`src/verilog/spicsd_pkg.sv`:
```
// What this block does
// - Master, normal speed: SCK is system clock over 4, 16, 64 or 128.
// - Master, double speed: SCK is system clock over 2, 8, 32 or 64.
// - Rate bits do nothing while the unit is a slave.
// - Fastest double-speed master SCK period is two system clocks.
// - Transfer-complete flag, status bit 7, sets when a transfer ends.
// - Interrupt requested while done flag, local enable and global enable are set.
// - Master with select pin as input: select low also sets done flag.
// - Done flag clears when the processor takes the interrupt vector.
// - Status read with done set, then data access, clears done flag.
// - Collision flag, status bit 6, sets on data write during a transfer.
// - Status read with collision set, then data access, clears both flags.
// - Writing the data register loads the shifter and starts a transfer.
// - Reading the data register returns the receive buffer.
// - Select low as input in master mode drops to slave mode.
// - Order bit set shifts LSB first, clear shifts MSB first.
// - Polarity sets SCK idle level; phase picks leading or trailing sample edge.
// - Slave select high resets the slave bit count and receive shifter and drops partial bits; the transmit shifter keeps its contents.
`default_nettype none
package spicsd_pkg;
  // ----------------------------------------
  // Register map
  // ----------------------------------------
  localparam logic [7:0] CTRL_ADDR = 8'h4c;
  localparam logic [7:0] STATUS_ADDR = 8'h4d;
  localparam logic [7:0] DATA_ADDR = 8'h4e;
  localparam logic [7:0] CTRL_RESET = 8'h00;
  localparam int CTRL_IRQ_EN = 7;
  localparam int CTRL_ENABLE = 6;
  localparam int CTRL_ORDER = 5;
  localparam int CTRL_MASTER = 4;
  localparam int CTRL_POLARITY = 3;
  localparam int CTRL_PHASE = 2;
  localparam int CTRL_RATE_HI = 1;
  localparam int CTRL_RATE_LO = 0;
  localparam int STAT_DONE = 7;
  localparam int STAT_COLL = 6;
  localparam int STAT_DOUBLE = 0;
  // ----------------------------------------
  // Transfer timing
  // ----------------------------------------
  localparam logic [3:0] LAST_EDGE = 4'hf;
  localparam logic [3:0] BITS_PER_XFER = 4'h8;
  localparam int SCK_DIV_0 = 4;
  localparam int SCK_DIV_1 = 16;
  localparam int SCK_DIV_2 = 64;
  localparam int SCK_DIV_3 = 128;
  localparam int SCK_DIV_2X_0 = 2;
  localparam int SCK_DIV_2X_1 = 8;
  localparam int SCK_DIV_2X_2 = 32;
  localparam int SCK_DIV_2X_3 = 64;

  // System clocks per SCK half period
  function automatic logic [6:0] sck_half(input logic dbl, input logic [1:0] rate);
    int div;
    div = SCK_DIV_0;
    case ({dbl, rate})
      3'b000: div = SCK_DIV_0;
      3'b001: div = SCK_DIV_1;
      3'b010: div = SCK_DIV_2;
      3'b011: div = SCK_DIV_3;
      3'b100: div = SCK_DIV_2X_0;
      3'b101: div = SCK_DIV_2X_1;
      3'b110: div = SCK_DIV_2X_2;
      default: div = SCK_DIV_2X_3;
    endcase
    return 7'(div / 2);
  endfunction : sck_half
endpackage : spicsd_pkg
`default_nettype wire

```
`src/verilog/spicsd_stream_if.sv`:
```
`default_nettype none
interface spicsd_stream_if #(
  parameter int W = 8
);
  logic in_valid;
  logic in_ready;
  logic [W-1:0] in_data;
  logic out_valid;
  logic out_ready;
  logic [W-1:0] out_data;
  modport store (input in_valid, in_data, out_ready, output in_ready, out_valid, out_data);
  modport user (output in_valid, in_data, out_ready, input in_ready, out_valid, out_data);
endinterface : spicsd_stream_if
`default_nettype wire

```
`src/verilog/spicsd_rx_buf.sv`:
```
`default_nettype none
// Small FIFO; DEPTH must be a power of two
module spicsd_rx_buf #(
  parameter int W = 8,
  parameter int DEPTH = 2
) (
  // Clock and reset
  input wire logic core_clk_in,
  input wire logic rst_n_in,
  // Stream
  spicsd_stream_if.store s
);
  localparam int AW = $clog2(DEPTH);
  logic [W-1:0] mem [DEPTH];
  logic [AW-1:0] wr_ptr;
  logic [AW-1:0] rd_ptr;
  logic [AW:0] count;
  logic push;
  logic pop;

  assign push = s.in_valid && s.in_ready;
  assign pop = s.out_valid && s.out_ready;
  assign s.in_ready = count != (AW+1)'(DEPTH);
  assign s.out_valid = count != '0;
  assign s.out_data = mem[rd_ptr];

  always_ff @(posedge core_clk_in) begin
    if (push) begin
      mem[wr_ptr] <= s.in_data;
    end
  end

  always_ff @(posedge core_clk_in or negedge rst_n_in) begin
    if (!rst_n_in) begin
      wr_ptr <= '0;
      rd_ptr <= '0;
      count <= '0;
    end else begin
      if (push) begin
        wr_ptr <= wr_ptr + 1'b1;
      end
      if (pop) begin
        rd_ptr <= rd_ptr + 1'b1;
      end
      if (push && !pop) begin
        count <= count + 1'b1;
      end else if (pop && !push) begin
        count <= count - 1'b1;
      end
    end
  end
endmodule : spicsd_rx_buf
`default_nettype wire

```
`src/verilog/spicsd_rate_div.sv`:
```
`default_nettype none
module spicsd_rate_div (
  // Clock and reset
  input wire logic core_clk_in,
  input wire logic rst_n_in,
  // Control
  input wire logic run_in,
  input wire logic [6:0] half_in,
  // Edge strobe
  output logic tick_out
);
  logic [6:0] cnt;
  logic wrap;

  assign wrap = cnt == half_in - 7'd1;
  assign tick_out = run_in && wrap;

  always_ff @(posedge core_clk_in or negedge rst_n_in) begin
    if (!rst_n_in) begin
      cnt <= '0;
    end else if (!run_in || wrap) begin
      cnt <= '0;
    end else begin
      cnt <= cnt + 7'd1;
    end
  end
endmodule : spicsd_rate_div
`default_nettype wire

```
`src/verilog/spicsd_top.sv`:
```
`default_nettype none
module spicsd_top #(
  parameter int RX_DEPTH = 2
) (
  // Clock and reset
  input wire logic core_clk_in,
  input wire logic rst_n_in,
  // Register port
  input wire logic [7:0] reg_addr_in,
  input wire logic reg_wr_in,
  input wire logic reg_rd_in,
  input wire logic [7:0] reg_wdata_in,
  output logic [7:0] reg_rdata_out,
  // Interrupt
  input wire logic global_irq_en_in,
  input wire logic irq_ack_in,
  output logic irq_out,
  // Slave select
  input wire logic ss_is_input_in,
  input wire logic ss_n_in,
  // Serial clock
  input wire logic sck_in,
  output logic sck_out,
  output logic sck_oe_n_out,
  // Master out
  input wire logic mosi_in,
  output logic mosi_out,
  output logic mosi_oe_n_out,
  // Master in
  input wire logic miso_in,
  output logic miso_out,
  output logic miso_oe_n_out
);
  // ----------------------------------------
  // State
  // ----------------------------------------
  logic [7:0] ctrl;
  logic xfer_done;
  logic write_collision;
  logic double_rate;
  logic armed;
  logic busy;
  logic [3:0] ecnt;
  logic [7:0] tx_sh;
  logic [7:0] rx_sh;
  logic sck_q;
  logic [7:0] next_tx_sh;
  logic [7:0] next_rx_sh;

  // ----------------------------------------
  // Decode
  // ----------------------------------------
  logic enable;
  logic master_select;
  logic lsb_first;
  logic clock_polarity;
  logic clock_phase;
  logic is_master;
  logic is_slave;
  logic mode_fault;
  logic slave_reset;
  logic wr_ctrl;
  logic wr_stat;
  logic rd_stat;
  logic wr_data;
  logic rd_data;
  logic data_access;
  logic refuse;
  logic start;
  logic tick;
  logic sck_edge;
  logic sample;
  logic shift_tx;
  logic last;
  logic in_bit;
  logic set_done;
  logic set_coll;
  logic clr_flags;
  logic [6:0] half;

  spicsd_stream_if #(.W(8)) rx ();

  assign enable = ctrl[spicsd_pkg::CTRL_ENABLE];
  assign master_select = ctrl[spicsd_pkg::CTRL_MASTER];
  assign lsb_first = ctrl[spicsd_pkg::CTRL_ORDER];
  assign clock_polarity = ctrl[spicsd_pkg::CTRL_POLARITY];
  assign clock_phase = ctrl[spicsd_pkg::CTRL_PHASE];
  assign is_master = enable && master_select;
  assign is_slave = enable && !master_select;
  assign mode_fault = is_master && ss_is_input_in && !ss_n_in;
  assign slave_reset = is_slave && ss_n_in;

  assign wr_ctrl = reg_wr_in && reg_addr_in == spicsd_pkg::CTRL_ADDR;
  assign wr_stat = reg_wr_in && reg_addr_in == spicsd_pkg::STATUS_ADDR;
  assign rd_stat = reg_rd_in && reg_addr_in == spicsd_pkg::STATUS_ADDR;
  assign wr_data = reg_wr_in && reg_addr_in == spicsd_pkg::DATA_ADDR;
  assign rd_data = reg_rd_in && reg_addr_in == spicsd_pkg::DATA_ADDR;
  assign data_access = wr_data || rd_data;

  // Writes are refused mid-transfer or while no room for the answer
  assign refuse = busy || !rx.in_ready;
  assign start = wr_data && enable && !refuse;

  // ----------------------------------------
  // Clock rate
  // ----------------------------------------
  // Slave never runs the divider, so the rate bits are ignored there
  assign half = spicsd_pkg::sck_half(double_rate, ctrl[1:0]);

  spicsd_rate_div u_div (
    .core_clk_in(core_clk_in),
    .rst_n_in(rst_n_in),
    .run_in(is_master && busy),
    .half_in(half),
    .tick_out(tick)
  );

  // ----------------------------------------
  // Bit engine
  // ----------------------------------------
  assign sck_edge = is_master ? tick : (is_slave && !ss_n_in && sck_in != sck_q);
  assign sample = ecnt[0] == clock_phase;
  assign shift_tx = !sample && !(clock_phase && ecnt == 4'h0);
  assign last = sck_edge && ecnt == spicsd_pkg::LAST_EDGE;
  assign in_bit = is_master ? miso_in : mosi_in;

  always_comb begin
    next_tx_sh = tx_sh;
    next_rx_sh = rx_sh;
    if (start) begin
      next_tx_sh = reg_wdata_in;
    end else if (sck_edge && shift_tx) begin
      next_tx_sh = lsb_first ? {1'b0, tx_sh[7:1]} : {tx_sh[6:0], 1'b0};
    end
    if (sck_edge && sample) begin
      next_rx_sh = lsb_first ? {in_bit, rx_sh[7:1]} : {rx_sh[6:0], in_bit};
    end
  end

  always_ff @(posedge core_clk_in or negedge rst_n_in) begin
    if (!rst_n_in) begin
      busy <= 1'b0;
      ecnt <= 4'h0;
    end else if (!enable || mode_fault || slave_reset) begin
      busy <= 1'b0;
      ecnt <= 4'h0;
    end else if (start && master_select) begin
      busy <= 1'b1;
      ecnt <= 4'h0;
    end else if (sck_edge) begin
      busy <= ecnt != spicsd_pkg::LAST_EDGE;
      ecnt <= ecnt + 4'h1;
    end
  end

  always_ff @(posedge core_clk_in or negedge rst_n_in) begin
    if (!rst_n_in) begin
      tx_sh <= 8'h00;
      rx_sh <= 8'h00;
      sck_q <= 1'b0;
    end else begin
      tx_sh <= next_tx_sh;
      rx_sh <= slave_reset ? 8'h00 : next_rx_sh;
      sck_q <= sck_in;
    end
  end

  // ----------------------------------------
  // Receive buffer
  // ----------------------------------------
  assign rx.in_valid = last;
  assign rx.in_data = next_rx_sh;
  assign rx.out_ready = rd_data;

  spicsd_rx_buf #(.W(8), .DEPTH(RX_DEPTH)) u_rx_buf (
    .core_clk_in(core_clk_in),
    .rst_n_in(rst_n_in),
    .s(rx)
  );

  // ----------------------------------------
  // Registers and flags
  // ----------------------------------------
  assign set_done = last || mode_fault;
  assign set_coll = wr_data && refuse;
  assign clr_flags = armed && data_access;

  always_ff @(posedge core_clk_in or negedge rst_n_in) begin
    if (!rst_n_in) begin
      ctrl <= spicsd_pkg::CTRL_RESET;
    end else begin
      if (wr_ctrl) begin
        ctrl <= reg_wdata_in;
      end
      if (mode_fault) begin
        ctrl[spicsd_pkg::CTRL_MASTER] <= 1'b0;
      end
    end
  end

  always_ff @(posedge core_clk_in or negedge rst_n_in) begin
    if (!rst_n_in) begin
      double_rate <= 1'b0;
    end else if (wr_stat) begin
      double_rate <= reg_wdata_in[spicsd_pkg::STAT_DOUBLE];
    end
  end

  always_ff @(posedge core_clk_in or negedge rst_n_in) begin
    if (!rst_n_in) begin
      xfer_done <= 1'b0;
      write_collision <= 1'b0;
      armed <= 1'b0;
    end else begin
      if (set_done) begin
        xfer_done <= 1'b1;
      end else if (irq_ack_in || clr_flags) begin
        xfer_done <= 1'b0;
      end
      if (set_coll) begin
        write_collision <= 1'b1;
      end else if (clr_flags) begin
        write_collision <= 1'b0;
      end
      if (data_access) begin
        armed <= 1'b0;
      end else if (rd_stat && (xfer_done || write_collision)) begin
        armed <= 1'b1;
      end
    end
  end

  always_ff @(posedge core_clk_in or negedge rst_n_in) begin
    if (!rst_n_in) begin
      reg_rdata_out <= 8'h00;
    end else if (reg_rd_in) begin
      case (reg_addr_in)
        spicsd_pkg::CTRL_ADDR: reg_rdata_out <= ctrl;
        spicsd_pkg::STATUS_ADDR: reg_rdata_out <= {xfer_done, write_collision, 5'h00, double_rate};
        spicsd_pkg::DATA_ADDR: reg_rdata_out <= rx.out_data;
        default: reg_rdata_out <= 8'h00;
      endcase
    end
  end

  always_ff @(posedge core_clk_in or negedge rst_n_in) begin
    if (!rst_n_in) begin
      irq_out <= 1'b0;
    end else begin
      irq_out <= xfer_done && ctrl[spicsd_pkg::CTRL_IRQ_EN] && global_irq_en_in;
    end
  end

  // ----------------------------------------
  // Pins
  // ----------------------------------------
  always_ff @(posedge core_clk_in or negedge rst_n_in) begin
    if (!rst_n_in) begin
      sck_out <= 1'b0;
    end else if (!is_master || !busy) begin
      sck_out <= clock_polarity;
    end else if (tick) begin
      sck_out <= !sck_out;
    end
  end

  always_ff @(posedge core_clk_in or negedge rst_n_in) begin
    if (!rst_n_in) begin
      mosi_out <= 1'b0;
      miso_out <= 1'b0;
      sck_oe_n_out <= 1'b1;
      mosi_oe_n_out <= 1'b1;
      miso_oe_n_out <= 1'b1;
    end else begin
      mosi_out <= lsb_first ? next_tx_sh[0] : next_tx_sh[7];
      miso_out <= lsb_first ? next_tx_sh[0] : next_tx_sh[7];
      sck_oe_n_out <= !(is_master && !mode_fault);
      mosi_oe_n_out <= !(is_master && !mode_fault);
      miso_oe_n_out <= !(is_slave && !ss_n_in);
    end
  end

  logic [7:0] gap;
  logic [3:0] smp;
  always_ff @(posedge core_clk_in or negedge rst_n_in) begin
    if (!rst_n_in) begin
      gap <= 8'h01;
      smp <= 4'h0;
    end else begin
      gap <= (!(is_master && busy) || tick) ? 8'h01 : gap + 8'h01;
      if (last || (ecnt == 4'h0 && !sck_edge)) begin
        smp <= 4'h0;
      end else if (sck_edge && sample) begin
        smp <= smp + 4'h1;
      end
    end
  end
endmodule : spicsd_top
`default_nettype wire

```
`config.mk`:
```
export PLATFORM = sky130hd
export DESIGN_NAME = spicsd_top
export DESIGN_NICKNAME = d
export VERILOG_FILES = /design/src/verilog/spicsd_pkg.sv /design/src/verilog/spicsd_stream_if.sv /design/src/verilog/spicsd_rx_buf.sv /design/src/verilog/spicsd_rate_div.sv /design/src/verilog/spicsd_top.sv
export SDC_FILE = /design/constraint.sdc
export NUM_CORES = 1
export LEC_CHECK = 0
export ABC_AREA = 0
export BUFFER_PORTS_ARGS = -buffer_cell sky130_fd_sc_hd__buf_2
export CORE_MARGIN = 2
export CORE_UTILIZATION = 50
export CTS_BUF_LIST = sky130_fd_sc_hd__clkbuf_16
export DETAILED_ROUTE_END_ITERATION = 10
export GPL_ROUTABILITY_DRIVEN = 0
export PLACE_DENSITY_LB_ADDON = 0.15
export SLEW_MARGIN = 20
export SYNTH_ARGS = -nofsm -noshare
export SYNTH_HDL_FRONTEND = slang
export SYNTH_SLANG_ARGS = --single-unit
```
`constraint.sdc`:
```
create_clock -name core_clk_in -period 3.1 [get_ports core_clk_in]
set_input_delay 0.155 -clock core_clk_in [delete_from_list [all_inputs] [get_ports core_clk_in]]
set_output_delay 0.155 -clock core_clk_in [all_outputs]
set_load 0.1 [all_outputs]
```
==> results by group <==
Worst setup path
  – Worst setup EP type: flip-flop
  – Crit-path cells: or3b_2 -> nor2_1 -> a21oi_4 -> nor3_2 -> and2_1
  – Kind of critical path: reg2reg
  – Worst Path Arrival: 2.46 ns
  – CP max FO: 18
  – Critical Path RT: 3.09 ns
  – Slowest CP cell: dfrtp_1
  – Max incr delay on CP: 0.50 ns
  – Worst setup SP type: flip-flop

Clock tree
  – CTS tree: built
  – Num CTS Buffers: 9
  – Clock sink count: 74
  – Longest Clk Path Bufs: 2
  – Worst-skew pair later-pin latency: 0.32 ns
  – # Post-CTS Setup Buffers: 0
  – H-tree depth: 3
  – Root Buffer: clkbuf_16
  – Clock transition at path regs: 0.06 ns
  – Post-cts sizing count: 0
  – CTS Hold Bufs: 2

Synthesis
  – Primary FF master, synth: dfrtp_1
  – Syn nets: 394
  – Synth cell count leaders: dfrtp_1, nand2_1, mux2i_1, o21ai_0, nor2_1
  – Cell type with the highest aggregate area in the netlist: dfrtp_1
  – Yosys reg bits: 74
  – Mapped Area: 3840 µm²
  – Gate count of the mapped netlist: 363
  – Synth area leaders: dfrtp_1, edfxtp_1, mux2i_1
  – Async S/R FF share, synth: 0.784
  – Avg Inst Size Synth: 10.6 µm²
  – Most common cell in the netlist: dfrtp_1
  – EDFF count, synth: 16
  – Synthesis Warnings: 0
  – Sequential fraction of the synthesis area: 0.504
  – Cell variety after synth: 53
  – Top cell type's share of synthesized area: 0.365

Route
  – Top Metal Used: met4
  – Routed met2 length: 3610 µm
  – Vias/cell: 5.46
  – Vias: 2757
  – TritonRoute pass-1 iters: 4
  – DR WL/cell: 15.9 µm
  – WL final: 8040 µm
  – DRC Markers: 0
  – Initial drt markers: 150
  – WL met1: 4000 µm
  – Final ANT Viol Nets: 0
  – Met3 wire length: 296 µm

Global routing
  – Overall Global Routing Usage: 0.202
  – Vias in the first global route: 2687
  – Initial antenna violation count: 0
  – Largest net degree at the start of global routing: 39
  – GRT Residual Overflow: 0
  – First-pass GRT wire length: 13400 µm

Power
  – Switching Share: 0.224
  – Clock power share: 0.436
  – Power Internal: 1.57 mW
  – Power density cells: 465 nW/µm²
  – NetSw: 453 µW
  – Static Leak: 1.91 nW
  – Logic pwr share: 0.059
  – Max VDD drop: 0.000390 V
  – Sequential power share: 0.505

Placed design
  – DPL Wire Length: 5780 µm
  – Placed Cells: 487
  – Post-Place Setup Slack: 0.606 ns
  – Input/output buffers: 41

Timing
  – Setup TNS: 0 ns
  – Final slew viol count: 0
  – Tcrit/Tclk final: 0.798
  – Final min period: 2.47 ns
  – RSZ-0062 raised after global routing: false
  – Clock skew: 0.00690 ns
  – Worst-margin pin slew: 0.934 ns
  – Max_slew headroom: 0.377
  – Max Freq: 404 MHz
  – Fin worst setup slack: 0.626 ns
  – Hold slack: 0.0685 ns
  – Fin. Hold Viols: 0
  – # setup viols final: 0

Hold path
  – Hold WC Path Type: in2reg

Layout
  – Final core occ: 0.595
  – Antenna cell count: 0
  – Count of non-filler cells in the finished layout: 505
  – Share of layout cells above drive strength 1: 0.222
  – Area delta synth->final: 13.6%
  – NumNets Final: 432

Floorplan
  – Die Y: 91.6 µm
  – Die Width: 91.6 µm
  – Ports: 42
  – Starting Density: 0.524
  – CORE AREA: 7330 µm²
  – Die ar.: 8400 µm²
  – Row count: 31

Status
  – Status: completed

Job
  – MaxCap Viol Count: 0
-- cell families after synthesis --
| kind of cell | share of synthesized area |
|---|---|
| AOI/OAI and AO/OA | 0.128 |
| xor gates and xnor gates | 0.0319 |
| and+or+nand+nor | 0.144 |
| buffers and inverters | 0.0456 |
| muxes | 0.133 |
| adders and majority gates | 0.0130 |
| DFF | 0.504 |
-- power by group through the flow --
stage / sequential (mW) / clock [mW] / combinational (mW)
final: 1.02 / 0.884 / 0.120
after global routing: 1.02 / 0.950 / 0.132
after CTS: 1.02 / 0.909 / 0.121
after detailed placement: 1.04 / 0 / 0.118
after global placement: 1.04 / 0 / 0.116
after floorplan: 1.04 / 0 / 0.0677
-- routing by layer --
metal	vias up	global-route usage
li1	1355	-
met1	1342	0.290
met2	52	0.300
met3	8	0.0477
met4	0	0.0732
met5	-	0
-- cell type report --
class	instances	area (µm²)
Fill cell	605	2970
Sequential cell	74	1930
Multi-Input combinational cell	253	1730
Timing Repair Buffer	48	263
Clock buffer	9	225
Tap cell	99	124
Inverter	15	56.3
Clock inverter	7	27.5
-- cells in the final DEF, fill, tap and decap left out, types with 3 or more instances in the layout --
master | netlist | routed
mux2_2 | 20 | 20
buf_2 | 2 | 41
o2111ai_1 | 7 | 7
nand2_1 | 49 | 49
dfrtp_1 | 56 | 56
nor2_1 | 21 | 21
and3_1 | 5 | 5
nand2b_1 | 5 | 5
nand3_1 | 9 | 9
xnor2_1 | 7 | 7
clkbuf_16 | 0 | 9
o21ai_1 | 3 | 3
ha_1 | 4 | 4
o21ai_0 | 27 | 27
and2_1 | 3 | 3
or3_1 | 3 | 3
nor2b_1 | 4 | 4
a21oi_1 | 13 | 13
a31oi_1 | 3 | 3
edfxtp_1 | 16 | 16
mux2i_1 | 27 | 27
xor2_1 | 7 | 7
inv_1 | 15 | 21
nor3_1 | 3 | 3
o22ai_1 | 4 | 4
o22a_1 | 3 | 3
buf_4 | 3 | 5
-- stage by stage --
stage	cell area [µm²]	power, mW
6_report	4360	2.03
5_1_grt	4360	2.11
4_1_cts	4360	2.05
3_5_place_dp	4090	1.16
3_3_place_gp	4090	1.16
2_1_floorplan	3840	1.11
-- sequential cells by signal (all words and copies together), names as in the netlist, 2 cells and up --
signal,cells
u_rx_buf.mem,16
rx_sh,8
tx_sh,8
u_div.cnt,7
u_rx_buf.count,2
ctrl,8
ecnt,4
reg_rdata_out,8
-- critical path: cells and delay by family, from the launching register on --
| family | cells | cell delay, ns |
|---|---|---|
| compound gates | 1 | 0.15 |
| flops | 1 | 0.50 |
| simple gates | 4 | 1.47 |
-- final timing paths --
| check | startpoint | end | slack, ns | cells past startpoint |
|---|---|---|---|---|
| min | reg_wdata_in[2] | tx_sh[2] | 0.07 | 3 |
| max in group asynchronous | rst_n_in | miso_oe_n_out | 1.89 | 3 |
| max reg2reg | ctrl[6] | u_rx_buf.mem[1][1] | 0.63 | 5 |
| min in group asynchronous | rst_n_in | u_div.cnt[3] | 0.32 | 2 |
| min reg2reg | u_rx_buf.count[1] | u_rx_buf.count[1] | 0.50 | 1 |
| max | ctrl[6] | u_rx_buf.mem[1][1] | 0.63 | 5 |
No activity file was read; power rests on OpenSTA's default activity.
